<file path="src/shared/ssf_pkg.sv">
// Purpose: Shared constants and types for the synchronous serial frame block
// Assumes: One peripheral clock; serial clocks arrive as sampled pins
// Notes:   Field encodings are minus-one where a count starts at one
package ssf_pkg;
    localparam int unsigned WORD_W     = 32;
    localparam int unsigned WLEN_W     = 5;
    localparam int unsigned WNUM_W     = 4;
    localparam int unsigned DLY_W      = 8;
    localparam int unsigned SLEN_W     = 9;
    localparam int unsigned PER_W      = 9;
    localparam int unsigned BCNT_W     = 6;
    localparam int unsigned SYNC_REG_W = 32;
    localparam int unsigned SYNC_IDX_W = 5;
    localparam int unsigned PIN_N      = 5;

    // Sampled pin positions in the synchroniser vector
    localparam int unsigned PIN_TXCK = 0;
    localparam int unsigned PIN_RXCK = 1;
    localparam int unsigned PIN_TXFS = 2;
    localparam int unsigned PIN_RXFS = 3;
    localparam int unsigned PIN_RXD  = 4;

    // Start event selection
    localparam logic [1:0] START_CONT    = 2'h0;
    localparam logic [1:0] START_FS_RISE = 2'h1;
    localparam logic [1:0] START_FS_FALL = 2'h2;
    localparam logic [1:0] START_PERIOD  = 2'h3;

    // Reset values
    localparam logic [WORD_W-1:0] RST_WORD = 32'h0000_0000;
    localparam logic [PIN_N-1:0]  RST_PINS = 5'h00;

    typedef enum logic [3:0] {
        ST_IDLE  = 4'h1,
        ST_DELAY = 4'h2,
        ST_SYNC  = 4'h4,
        ST_DATA  = 4'h8
    } ssf_state_t;
endpackage

</file>
<file path="src/core/ssf_top.sv">
// Purpose: Synchronous serial transmitter and receiver with frame logic
// Assumes: Serial clocks at most a third of mclk_i; pins are asynchronous
// Notes:   All serial timing is recovered from sampled clock pin edges
`timescale 1ns/1ps
`default_nettype none

module ssf_top (
    input  wire logic                         mclk_i,
    input  wire logic                         rst_i,
    input  wire logic                         tx_clock_pin_i,
    input  wire logic                         rx_clock_pin_i,
    input  wire logic                         tx_fsync_pin_i,
    input  wire logic                         rx_fsync_pin_i,
    input  wire logic                         rx_data_pin_i,
    input  wire logic                         tx_enable_i,
    input  wire logic                         tx_clk_from_rx_i,
    input  wire logic [1:0]                   tx_start_sel_i,
    input  wire logic [ssf_pkg::DLY_W-1:0]    tx_start_delay_i,
    input  wire logic [ssf_pkg::WLEN_W-1:0]   tx_word_length_i,
    input  wire logic [ssf_pkg::WNUM_W-1:0]   tx_words_per_frame_i,
    input  wire logic [ssf_pkg::SLEN_W-1:0]   tx_sync_length_i,
    input  wire logic [ssf_pkg::PER_W-1:0]    tx_period_i,
    input  wire logic                         tx_msb_first_select_i,
    input  wire logic                         tx_sync_data_enable_i,
    input  wire logic                         tx_idle_line_level_i,
    input  wire logic [ssf_pkg::WORD_W-1:0]   tx_holding_reg_i,
    input  wire logic                         tx_holding_write_i,
    input  wire logic [ssf_pkg::SYNC_REG_W-1:0] tx_sync_holding_reg_i,
    input  wire logic                         rx_enable_i,
    input  wire logic                         rx_clk_from_tx_i,
    input  wire logic [1:0]                   rx_start_sel_i,
    input  wire logic [ssf_pkg::DLY_W-1:0]    rx_start_delay_i,
    input  wire logic [ssf_pkg::WLEN_W-1:0]   rx_word_length_i,
    input  wire logic [ssf_pkg::WNUM_W-1:0]   rx_words_per_frame_i,
    input  wire logic [ssf_pkg::SLEN_W-1:0]   rx_sync_length_i,
    input  wire logic [ssf_pkg::PER_W-1:0]    rx_period_i,
    input  wire logic                         rx_msb_first_select_i,
    output logic                              tx_data_pin_o,
    output logic                              tx_all_drained_flag_o,
    output logic                              tx_holding_free_flag_o,
    output logic [ssf_pkg::WORD_W-1:0]        rx_word_o,
    output logic                              rx_word_valid_o
);
    import ssf_pkg::*;

    // Bit position of the idx-th bit on the line within a word
    function automatic logic [WLEN_W-1:0] bit_pos(input logic [WLEN_W-1:0] len,
                                                  input logic [BCNT_W-1:0] idx,
                                                  input logic              msb_first_select);
        bit_pos = msb_first_select ? (len - idx[WLEN_W-1:0]) : idx[WLEN_W-1:0];
    endfunction

    // Pin synchronisers; stage one feeds only stage two
    logic [PIN_N-1:0] s1_q, s2_q, s3_q;
    logic             txck_rise, txck_fall, rxck_rise, rxck_fall;
    logic             tx_tick, rx_tick, txfs_rise, txfs_fall, rxfs_rise, rxfs_fall;

    always_ff @(posedge mclk_i or posedge rst_i) begin
        if (rst_i) begin
            s1_q <= RST_PINS;
            s2_q <= RST_PINS;
            s3_q <= RST_PINS;
        end else begin
            s1_q <= {rx_data_pin_i, rx_fsync_pin_i, tx_fsync_pin_i,
                     rx_clock_pin_i, tx_clock_pin_i};
            s2_q <= s1_q;
            s3_q <= s2_q;
        end
    end

    always_comb begin
        txck_rise = s2_q[PIN_TXCK] & ~s3_q[PIN_TXCK];
        txck_fall = ~s2_q[PIN_TXCK] & s3_q[PIN_TXCK];
        rxck_rise = s2_q[PIN_RXCK] & ~s3_q[PIN_RXCK];
        rxck_fall = ~s2_q[PIN_RXCK] & s3_q[PIN_RXCK];
        // Transmit changes on falling edges, receive samples on rising ones
        tx_tick   = tx_clk_from_rx_i ? rxck_fall : txck_fall;
        rx_tick   = rx_clk_from_tx_i ? txck_rise : rxck_rise;
        txfs_rise = s2_q[PIN_TXFS] & ~s3_q[PIN_TXFS];
        txfs_fall = ~s2_q[PIN_TXFS] & s3_q[PIN_TXFS];
        rxfs_rise = s2_q[PIN_RXFS] & ~s3_q[PIN_RXFS];
        rxfs_fall = ~s2_q[PIN_RXFS] & s3_q[PIN_RXFS];
    end

    // Transmit state
    ssf_state_t          tx_st_q, tx_st_d;
    logic [WORD_W-1:0]   tx_hold_q, tx_hold_d, tx_sh_q, tx_sh_d;
    logic                tx_full_q, tx_full_d, tx_pend_q, tx_pend_d;
    logic                tx_pin_q, tx_pin_d, tx_free_q, tx_free_d, tx_drn_q, tx_drn_d;
    logic [BCNT_W-1:0]   tx_bcnt_q, tx_bcnt_d;
    logic [WNUM_W-1:0]   tx_wcnt_q, tx_wcnt_d;
    logic [DLY_W-1:0]    tx_dcnt_q, tx_dcnt_d;
    logic [SLEN_W-1:0]   tx_scnt_q, tx_scnt_d;
    logic [PER_W-1:0]    tx_per_q, tx_per_d;
    logic                tx_ev, tx_enter, tx_load;

    always_comb begin
        tx_st_d   = tx_st_q;
        tx_hold_d = tx_hold_q;
        tx_sh_d   = tx_sh_q;
        tx_full_d = tx_full_q;
        tx_pend_d = tx_pend_q;
        tx_pin_d  = tx_pin_q;
        tx_bcnt_d = tx_bcnt_q;
        tx_wcnt_d = tx_wcnt_q;
        tx_dcnt_d = tx_dcnt_q;
        tx_scnt_d = tx_scnt_q;
        tx_per_d  = tx_per_q;
        tx_enter  = 1'b0;
        tx_load   = 1'b0;
        if (tx_tick) begin
            tx_per_d = (tx_per_q == tx_period_i) ? '0 : tx_per_q + 1'b1;
        end
        case (tx_start_sel_i)
            START_CONT:    tx_ev = tx_full_q;
            START_FS_RISE: tx_ev = txfs_rise;
            START_FS_FALL: tx_ev = txfs_fall;
            default:       tx_ev = tx_tick && (tx_per_q == tx_period_i);
        endcase
        if (tx_st_q == ST_IDLE && tx_ev) begin
            tx_pend_d = 1'b1;
        end
        if (tx_st_q == ST_IDLE) begin
            tx_pin_d = tx_idle_line_level_i;
        end
        if (!tx_enable_i) begin
            tx_st_d   = ST_IDLE;
            tx_pend_d = 1'b0;
            tx_pin_d  = tx_idle_line_level_i;
        end else if (tx_tick) begin
            case (tx_st_q)
                ST_IDLE: begin
                    tx_pin_d = tx_idle_line_level_i;
                    if (tx_pend_q) begin
                        tx_pend_d = 1'b0;
                        tx_wcnt_d = '0;
                        if (tx_start_delay_i != '0) begin
                            tx_st_d   = ST_DELAY;
                            tx_dcnt_d = tx_start_delay_i;
                        end else begin
                            tx_enter = 1'b1;
                        end
                    end
                end
                ST_DELAY: begin
                    tx_dcnt_d = tx_dcnt_q - 1'b1;
                    tx_enter  = (tx_dcnt_q == 8'h01);
                end
                ST_SYNC: begin
                    if (tx_scnt_q == tx_sync_length_i) begin
                        tx_st_d = ST_DATA;
                        tx_load = 1'b1;
                    end else begin
                        tx_pin_d  = tx_sync_holding_reg_i[tx_scnt_q[SYNC_IDX_W-1:0]];
                        tx_scnt_d = tx_scnt_q + 1'b1;
                    end
                end
                ST_DATA: begin
                    if (tx_bcnt_q > BCNT_W'(tx_word_length_i)) begin
                        if (tx_wcnt_q == tx_words_per_frame_i) begin
                            tx_st_d  = ST_IDLE;
                            tx_pin_d = tx_idle_line_level_i;
                        end else begin
                            tx_wcnt_d = tx_wcnt_q + 1'b1;
                            tx_load   = 1'b1;
                        end
                    end else begin
                        tx_pin_d  = tx_sh_q[bit_pos(tx_word_length_i, tx_bcnt_q,
                                                    tx_msb_first_select_i)];
                        tx_bcnt_d = tx_bcnt_q + 1'b1;
                    end
                end
                default: begin
                    tx_st_d = ST_IDLE;
                end
            endcase
        end
        if (tx_enter) begin
            // Continuous mode suppresses sync whatever the enable says
            if (tx_sync_data_enable_i && tx_start_sel_i != START_CONT
                && tx_sync_length_i != '0) begin
                tx_st_d   = ST_SYNC;
                tx_pin_d  = tx_sync_holding_reg_i[0];
                tx_scnt_d = 9'h001;
            end else begin
                tx_st_d = ST_DATA;
                tx_load = 1'b1;
            end
        end
        if (tx_load) begin
            // Underrun sends a word of idle level rather than stale data
            tx_sh_d   = tx_full_q ? tx_hold_q : {WORD_W{tx_idle_line_level_i}};
            tx_full_d = 1'b0;
            tx_pin_d  = tx_sh_d[bit_pos(tx_word_length_i, '0, tx_msb_first_select_i)];
            tx_bcnt_d = 6'h01;
        end
        if (tx_holding_write_i) begin
            // A write in the load cycle wins over the clear
            tx_hold_d = tx_holding_reg_i;
            tx_full_d = 1'b1;
        end
        tx_free_d = ~tx_full_d;
        tx_drn_d  = ~tx_full_d && (tx_st_d == ST_IDLE);
    end

    always_ff @(posedge mclk_i or posedge rst_i) begin
        if (rst_i) begin
            tx_st_q   <= ST_IDLE;
            tx_hold_q <= RST_WORD;
            tx_sh_q   <= RST_WORD;
            tx_full_q <= 1'b0;
            tx_pend_q <= 1'b0;
            tx_pin_q  <= 1'b0;
            tx_free_q <= 1'b1;
            tx_drn_q  <= 1'b1;
            tx_bcnt_q <= '0;
            tx_wcnt_q <= '0;
            tx_dcnt_q <= '0;
            tx_scnt_q <= '0;
            tx_per_q  <= '0;
        end else begin
            tx_st_q   <= tx_st_d;
            tx_hold_q <= tx_hold_d;
            tx_sh_q   <= tx_sh_d;
            tx_full_q <= tx_full_d;
            tx_pend_q <= tx_pend_d;
            tx_pin_q  <= tx_pin_d;
            tx_free_q <= tx_free_d;
            tx_drn_q  <= tx_drn_d;
            tx_bcnt_q <= tx_bcnt_d;
            tx_wcnt_q <= tx_wcnt_d;
            tx_dcnt_q <= tx_dcnt_d;
            tx_scnt_q <= tx_scnt_d;
            tx_per_q  <= tx_per_d;
        end
    end

    // Receive state
    ssf_state_t          rx_st_q, rx_st_d;
    logic [WORD_W-1:0]   rx_sh_q, rx_sh_d, rx_out_q, rx_out_d;
    logic                rx_pend_q, rx_pend_d, rx_vld_q, rx_vld_d;
    logic [BCNT_W-1:0]   rx_bcnt_q, rx_bcnt_d;
    logic [WNUM_W-1:0]   rx_wcnt_q, rx_wcnt_d;
    logic [DLY_W-1:0]    rx_dcnt_q, rx_dcnt_d;
    logic [SLEN_W-1:0]   rx_scnt_q, rx_scnt_d;
    logic [PER_W-1:0]    rx_per_q, rx_per_d;
    logic                rx_ev, rx_enter;

    always_comb begin
        rx_st_d   = rx_st_q;
        rx_sh_d   = rx_sh_q;
        rx_out_d  = rx_out_q;
        rx_pend_d = rx_pend_q;
        rx_vld_d  = 1'b0;
        rx_bcnt_d = rx_bcnt_q;
        rx_wcnt_d = rx_wcnt_q;
        rx_dcnt_d = rx_dcnt_q;
        rx_scnt_d = rx_scnt_q;
        rx_per_d  = rx_per_q;
        rx_enter  = 1'b0;
        if (rx_tick) begin
            rx_per_d = (rx_per_q == rx_period_i) ? '0 : rx_per_q + 1'b1;
        end
        case (rx_start_sel_i)
            START_CONT:    rx_ev = 1'b1;
            START_FS_RISE: rx_ev = rxfs_rise;
            START_FS_FALL: rx_ev = rxfs_fall;
            default:       rx_ev = rx_tick && (rx_per_q == rx_period_i);
        endcase
        if (rx_st_q == ST_IDLE && rx_ev) begin
            rx_pend_d = 1'b1;
        end
        if (!rx_enable_i) begin
            rx_st_d   = ST_IDLE;
            rx_pend_d = 1'b0;
        end else if (rx_tick) begin
            case (rx_st_q)
                ST_IDLE: begin
                    if (rx_pend_q) begin
                        rx_pend_d = 1'b0;
                        rx_wcnt_d = '0;
                        if (rx_start_delay_i != '0) begin
                            rx_st_d   = ST_DELAY;
                            rx_dcnt_d = rx_start_delay_i;
                        end else begin
                            rx_enter = 1'b1;
                        end
                    end
                end
                ST_DELAY: begin
                    rx_dcnt_d = rx_dcnt_q - 1'b1;
                    rx_enter  = (rx_dcnt_q == 8'h01);
                end
                ST_SYNC: begin
                    // Sync bits are counted off, not kept
                    rx_scnt_d = rx_scnt_q + 1'b1;
                    if (rx_scnt_d == rx_sync_length_i) begin
                        rx_st_d = ST_DATA;
                    end
                end
                ST_DATA: begin
                    rx_sh_d[bit_pos(rx_word_length_i, rx_bcnt_q,
                                    rx_msb_first_select_i)] = s2_q[PIN_RXD];
                    if (rx_bcnt_q == BCNT_W'(rx_word_length_i)) begin
                        rx_out_d  = rx_sh_d;
                        rx_vld_d  = 1'b1;
                        rx_sh_d   = RST_WORD;
                        rx_bcnt_d = '0;
                        if (rx_wcnt_q == rx_words_per_frame_i) begin
                            rx_st_d = ST_IDLE;
                        end else begin
                            rx_wcnt_d = rx_wcnt_q + 1'b1;
                        end
                    end else begin
                        rx_bcnt_d = rx_bcnt_q + 1'b1;
                    end
                end
                default: begin
                    rx_st_d = ST_IDLE;
                end
            endcase
        end
        if (rx_enter) begin
            rx_sh_d   = RST_WORD;
            rx_bcnt_d = '0;
            rx_scnt_d = '0;
            rx_st_d   = (rx_sync_length_i != '0 && rx_start_sel_i != START_CONT)
                        ? ST_SYNC : ST_DATA;
        end
    end

    always_ff @(posedge mclk_i or posedge rst_i) begin
        if (rst_i) begin
            rx_st_q   <= ST_IDLE;
            rx_sh_q   <= RST_WORD;
            rx_out_q  <= RST_WORD;
            rx_pend_q <= 1'b0;
            rx_vld_q  <= 1'b0;
            rx_bcnt_q <= '0;
            rx_wcnt_q <= '0;
            rx_dcnt_q <= '0;
            rx_scnt_q <= '0;
            rx_per_q  <= '0;
        end else begin
            rx_st_q   <= rx_st_d;
            rx_sh_q   <= rx_sh_d;
            rx_out_q  <= rx_out_d;
            rx_pend_q <= rx_pend_d;
            rx_vld_q  <= rx_vld_d;
            rx_bcnt_q <= rx_bcnt_d;
            rx_wcnt_q <= rx_wcnt_d;
            rx_dcnt_q <= rx_dcnt_d;
            rx_scnt_q <= rx_scnt_d;
            rx_per_q  <= rx_per_d;
        end
    end

    always_comb begin
        tx_data_pin_o          = tx_pin_q;
        tx_all_drained_flag_o  = tx_drn_q;
        tx_holding_free_flag_o = tx_free_q;
        rx_word_o              = rx_out_q;
        rx_word_valid_o        = rx_vld_q;
    end
endmodule

`default_nettype wire

</file>
<file path="config.mk">
export PLATFORM = sky130hd
export DESIGN_NAME = ssf_top
export DESIGN_NICKNAME = d
export VERILOG_FILES = /design/src/shared/ssf_pkg.sv /design/src/core/ssf_top.sv
export SDC_FILE = /design/constraint.sdc
export NUM_CORES = 1
export LEC_CHECK = 0
export BUFFER_PORTS_ARGS = -buffer_cell sky130_fd_sc_hd__buf_2
export CAP_MARGIN = 0
export CORE_UTILIZATION = 45
export CTS_BUF_LIST = sky130_fd_sc_hd__clkbuf_8
export DETAILED_ROUTE_END_ITERATION = 10
export PLACE_DENSITY = 0.68
export SKIP_LAST_GASP = 1
export SLEW_MARGIN = 30
export SYNTH_ARGS = -nofsm -noshare
export SYNTH_HDL_FRONTEND = slang
export SYNTH_SLANG_ARGS = --single-unit
</file>
<file path="constraint.sdc">
create_clock -name mclk_i -period 6.5 [get_ports mclk_i]
set_clock_uncertainty 0.05 [all_clocks]
set_input_delay 0.65 -clock mclk_i [delete_from_list [all_inputs] [get_ports mclk_i]]
set_output_delay 0.65 -clock mclk_i [all_outputs]
set_load 0.05 [all_outputs]
</file>
# == Word level (Yosys, flattened, before mapping) ==
# Cells that the tools add are included.
# W data, S select, Z words.
# totals
ff_bits,229
in_bits,154
out_inout_bits,36
word_cells,258
# op_classes
addsub,12
order_cmp,6
eq_ne,38
mux,122
bitwise_logic,17
n_reduce_logical,37
# ops
op,count
$mux W32,6
$mux W9,12
$mux W4,24
$mux W6,10
$mux W1,46
$add A9 B1 Y9 const B,4
$eq A9 B9 Y1,4
$bwmux W32,1
$mux W8,4
$pmux W4 S4,2
$pmux W8 S2,2
$reduce_bool A2 Y1,13
$lt A5 B6 Y1 const B,4
$reduce_bool A9 Y1,2
$eq A8 B1 Y1 const B,2
$ne A4 B4 Y1 const B,4
$pmux W4 S2,2
$reduce_bool A8 Y1,2
$sub A8 B1 Y8 const B,2
$bmux W1 S5,3
$mux W5,3
$ne A2 B2 Y1 const B,7
$add A6 B1 Y6 const B,2
$eq A4 B1 Y1 const B,3
27 further kinds,68

# == Depth between registers and ports, before layout ==
# depth
word_depth,12
mapped_depth,13
mapped_depth_nobuf,11

# == Worst setup path after synthesis ==
# OpenSTA, ideal clock, no wires.
# synth_path
path_kind,input -> register
from,in tx_word_length_i[0] (netlist bit)
to,reg tx_pin_q (netlist: tx_data_pin_o)
setup_time_ns,0.127
arrival_time_ns,3.140
slack_ns,3.183
path_stages,12
n_path_buf,1
path_cell_list,clkbuf_1 > inv_1 > ha_1 > inv_1 > fa_1 > xnor2_1 > a21oi_1 > mux4_2 > a22oi_1 > o211ai_1 > a311oi_1 > o2bb2ai_1
# synth_between
elab_chain_len,11
elab_cells_between_ends,21
# synth_lines
item,line_no,source
start: declaration,ssf_top.sv:19,"input wire logic [ssf_pkg::WLEN_W-1:0] tx_word_length_i,"
$sub A5 B5 Y5,ssf_top.sv:50,bit_pos = msb_first_select ? (len - idx[WLEN_W-1:0]) : idx[WLEN_W-1:0];
$mux W5,ssf_top.sv:50,
$bmux W1 S5,ssf_top.sv:168,"tx_pin_d = tx_sh_q[bit_pos(tx_word_length_i, tx_bcnt_q,"
$mux W1 (implied by the code),ssf_top.sv:168,
$mux W1,ssf_top.sv:159,if (tx_bcnt_q > BCNT_W'(tx_word_length_i)) begin
$pmux W1 S3,ssf_top.sv:131,case (tx_st_q)
$mux W1,ssf_top.sv:130,end else if (tx_tick) begin
$mux W1,ssf_top.sv:126,if (!tx_enable_i) begin
$mux W1,ssf_top.sv:180,if (tx_sync_data_enable_i && tx_start_sel_i != START_CONT
$mux W1,ssf_top.sv:178,if (tx_enter) begin
$mux W1 *,ssf_top.sv:190,if (tx_load) begin
named net tx_pin_d,ssf_top.sv:89,"logic tx_pin_q, tx_pin_d, tx_free_q, tx_free_d, tx_drn_q, tx_drn_d;"
end signal: assignment,ssf_top.sv:227,tx_pin_q <= tx_pin_d;
end: declaration,ssf_top.sv:89,
# The timed path passes the listed nets; every way through them passes the cells marked *. The select of a mux whose other input is x is not followed.
# A chain may end at the register's enable or synchronous reset.

# == Worst setup path in the final report ==
# layout_path
from,reg tx_scnt_q[1]
to,reg tx_pin_q (netlist: tx_data_pin_o)
# layout_between
elab_chain_len,9
elab_cells_between_ends,16
# layout_lines
item,line_no,source
start: declaration,ssf_top.sv:93,"logic [SLEN_W-1:0] tx_scnt_q, tx_scnt_d;"
start signal: assignment,ssf_top.sv:233,tx_scnt_q <= tx_scnt_d;
$bmux W1 S5,ssf_top.sv:154,tx_pin_d = tx_sync_holding_reg_i[tx_scnt_q[SYNC_IDX_W-1:0]];
$mux W1 (implied by the code),ssf_top.sv:154,
$mux W1,ssf_top.sv:150,if (tx_scnt_q == tx_sync_length_i) begin
$pmux W1 S3,ssf_top.sv:131,
$mux W1,ssf_top.sv:130,
$mux W1,ssf_top.sv:126,
$mux W1,ssf_top.sv:180,
$mux W1,ssf_top.sv:178,
$mux W1 *,ssf_top.sv:190,
named net tx_pin_d,ssf_top.sv:89,
# Marks and branches as above.

==> results.md <==
- Slew HR: 0.395
- Least-Margin Pin Slew: 0.907 ns
- Syn Area/Cell: 9.54 µm²
- Final Hold Fails: 0
- CP endpoint kind: flip-flop
- Cell Area, Synth: 13,500 µm²
- Top post-synthesis cells by area: dfrtp_1 (42%), o21ai_0 (4.1%), a21oi_1 (4.0%), mux2i_1 (3.5%), nand2_1 (3.4%)
- Tcrit/Tclk final: 0.546
- Die area: 30,700 µm²
- Synthesis warning total: 0
- Total grt overflow: 0
- Synth area leader: dfrtp_1
- Post-CTS Hold Fix Bufs: 0
- Setup_tns: 0 ns
- Clock-pin slew on the worst setup and hold paths: 0.06 ns
- Largest net degree at the start of global routing: 162
- Antenna violations before repair: 0
- Max-slew violations: 0
- Die span in x: 175 µm
- P per Cell Area: 238 nW/µm²
- TritonCTS buffer count: 41
- Synth top area share: 0.418
- Post-Synthesis Cells: 1,414
- Setup Fix Bufs, Post-CTS: 0
- Post-route DRC: 0
- Core box area: 29,600 µm²
- Port bufs: 189
- First-pass GRT wire length: 56,900 µm
- Post-synth EDFFs: 0
- Count of different cell masters after synthesis: 85
- Peak VDD IR: 0.000141 V
- Number of global-route vias before repair: 11.3k
- R2R Path End: tx_data_pin_o
- Starting DRT DRC Count: 776
- NumNets Final: 1,763
- GP Congestion: 0.928
- Sink Count: 229
- FF-to-FF Start: tx_scnt_q[1]
- IO Pins: 190
- Vias: 11.4k
- Crit-path max FO: 37
- Min cycle time layout: 3.55 ns
- DP HPWL: 24,000 µm
- 1st-pass router iterations: 5
- Most frequent cell after synthesis: dfrtp_1
- Total Routing Usage GR: 0.224
- Min-delay worst type: input port to async pin
- Top post-synthesis cells by count: dfrtp_1 (225), nand2_1 (121), o21ai_0 (111)
- Vias per cell: 5.72
- Die Span Y: 175 µm
- CP Class: flip-flop to flip-flop
- Worst EP arrival: 3.90 ns
- Ys async rst share: 1.00
- Reg2Reg Setup Slack: 2.95 ns
- Maximum root-to-sink buffer count: 3
- Rows: 63
- Initial core utilization: 0.456
- Clk_lat worst skew: 0.53 ns
- Final count of negative-setup-slack endpoints: 0
- Worst slack, placed: 2.86 ns
- Syn Nets: 1,595
- CTS tree: built
- Reg2Reg Depth: 7
- Layout cell share with drive strength beyond 1: 0.228
- Status: complete, no violations
- Synthesized flop and latch total: 229
- ANT nets after route: 0
- CP required: 6.85 ns
- FMAX: 0.282 GHz
- Lkg Pwr: 6.80 nW
- Antenna cell count: 0
- Worst Setup EP: tx_data_pin_o
- CP startpoint kind: flip-flop
- Final wirelength: 34,100 µm
- Multi-input gate area: 7260 µm²
- H-tree Lvls: 2
- Critical path origin: tx_scnt_q[1]
- Cts repair resizes: 0
- Setup WS post-layout: 2.95 ns
- CTS root buf: clkbuf_8
- Synth-to-layout area growth: 15.6%
- Top FF cell, synth: dfrtp_1
- RSZ-0062 raised after global routing: no
- FF/Latch Area: 5740 µm²
- Routed len/inst: 17.0 µm
- Filler instances: 2,738
- Max Cap Viol: 0
- Post-synthesis sequential area ratio: 0.425
-- placed cells by master, fill, tap and decap left out, types with 9 or more instances in the layout --
master | Yosys | layout
nand3b_1 | 9 | 9
xor2_1 | 43 | 43
mux2i_1 | 47 | 47
nor2_1 | 101 | 100
o22ai_1 | 12 | 12
o21ai_0 | 111 | 111
clkbuf_8 | 0 | 57
and2_1 | 11 | 10
and3_1 | 9 | 9
mux2_2 | 35 | 35
xnor2_1 | 34 | 34
nor3_1 | 15 | 14
nand2_1 | 121 | 121
dfrtp_1 | 225 | 225
a211oi_4 | 10 | 10
nand4_1 | 22 | 22
nor4_2 | 10 | 9
buf_2 | 24 | 189
nor4_1 | 10 | 10
inv_1 | 41 | 49
nor2b_1 | 30 | 30
buf_4 | 4 | 13
a211oi_1 | 16 | 16
a22o_1 | 26 | 26
o21ai_1 | 29 | 28
nand2b_1 | 21 | 21
a31oi_1 | 14 | 14
nand3_1 | 53 | 53
ha_1 | 25 | 25
a21oi_1 | 108 | 108
-- critical path, stage by stage (launching register included) --
cell and delay [ns]:
dfrtp_1 0.87, xor2_1 0.14, nor4_1 0.47, nand4_1 0.34, a31oi_4 0.83, buf_4 0.46
o21bai_1 0.16, o2bb2ai_1 0.09
-- sequential cells by signal (all words and copies together) (netlist names), 8 cells and up --
signal / cells
rx_dcnt_q: 8
rx_per_q: 9
rx_scnt_q: 9
rx_sh_q: 32
rx_word_o: 32
tx_dcnt_q: 8
tx_hold_q: 32
tx_per_q: 9
tx_scnt_q: 9
tx_sh_q: 32
-- where the power goes --
group	internal, mW	total [mW]	switching [mW]
clock network	0.775	1.37	0.593
registers	1.55	1.70	0.152
logic	0.277	0.636	0.359
total	2.60	3.71	1.10
-- cell type report --
type	instances	share of cell area
Timing Repair Buffer	204	0.0700
Clock buffer	57	0.0503
Inverter	41	0.0101
Sequential cell	229	0.368
Multi-Input combinational cell	1065	0.466
Clock inverter	15	0.00409
Tap cell	390	0.0313
-- kinds of logic after synthesis --
family | Yosys count | synth area share
multiplexers | 90 | 0.0775
flip-flops | 229 | 0.425
AND/OR/NAND/NOR | 458 | 0.181
AO/OA/AOI/OAI | 413 | 0.201
adder cells (fa/ha/maj) | 27 | 0.0262
buffers and inverters | 120 | 0.0385
XOR/XNOR | 77 | 0.0500
-- metal layers --
layer / track usage / vias to the layer above / wire length (µm)
met3: 0.0348 / 70 / 1820
li1: - / 5482 / -
met2: 0.372 / 344 / 16200
met1: 0.302 / 5549 / 15300
met4: 0.0623 / 0 / 737
met5: 0 / - / 0
-- worst min-delay path by stage --
stage / startpoint / endpoint / slack, ns / depth (start not counted)
after CTS: rx_clock_pin_i / s1_q[1] / 0.14 / 1
after floorplan: s1_q[0] / s2_q[0] / 0.28 / 0
after detailed placement: s1_q[2] / s2_q[2] / 0.29 / 0
after global placement: s1_q[4] / s2_q[4] / 0.28 / 0
after global routing: rx_clock_pin_i / s1_q[1] / 0.15 / 1
final: rst_i / tx_dcnt_q[3] / 0.15 / 3
-- per-stage QoR --
stage          cell area, µm²  hold WS, ns  cells  power, mW   util
2_1_floorplan           13500        0.281   1414       2.14      -
3_3_place_gp            14700        0.284   1928       2.33  0.497
3_5_place_dp            14700        0.286   1928       2.35  0.497
4_1_cts                 15500        0.139   2000       3.74  0.526
5_1_grt                 15600        0.149   2001       3.91  0.527
6_report                15600        0.149   2001       3.71  0.527
No activity file was read; power rests on OpenSTA's default activity.
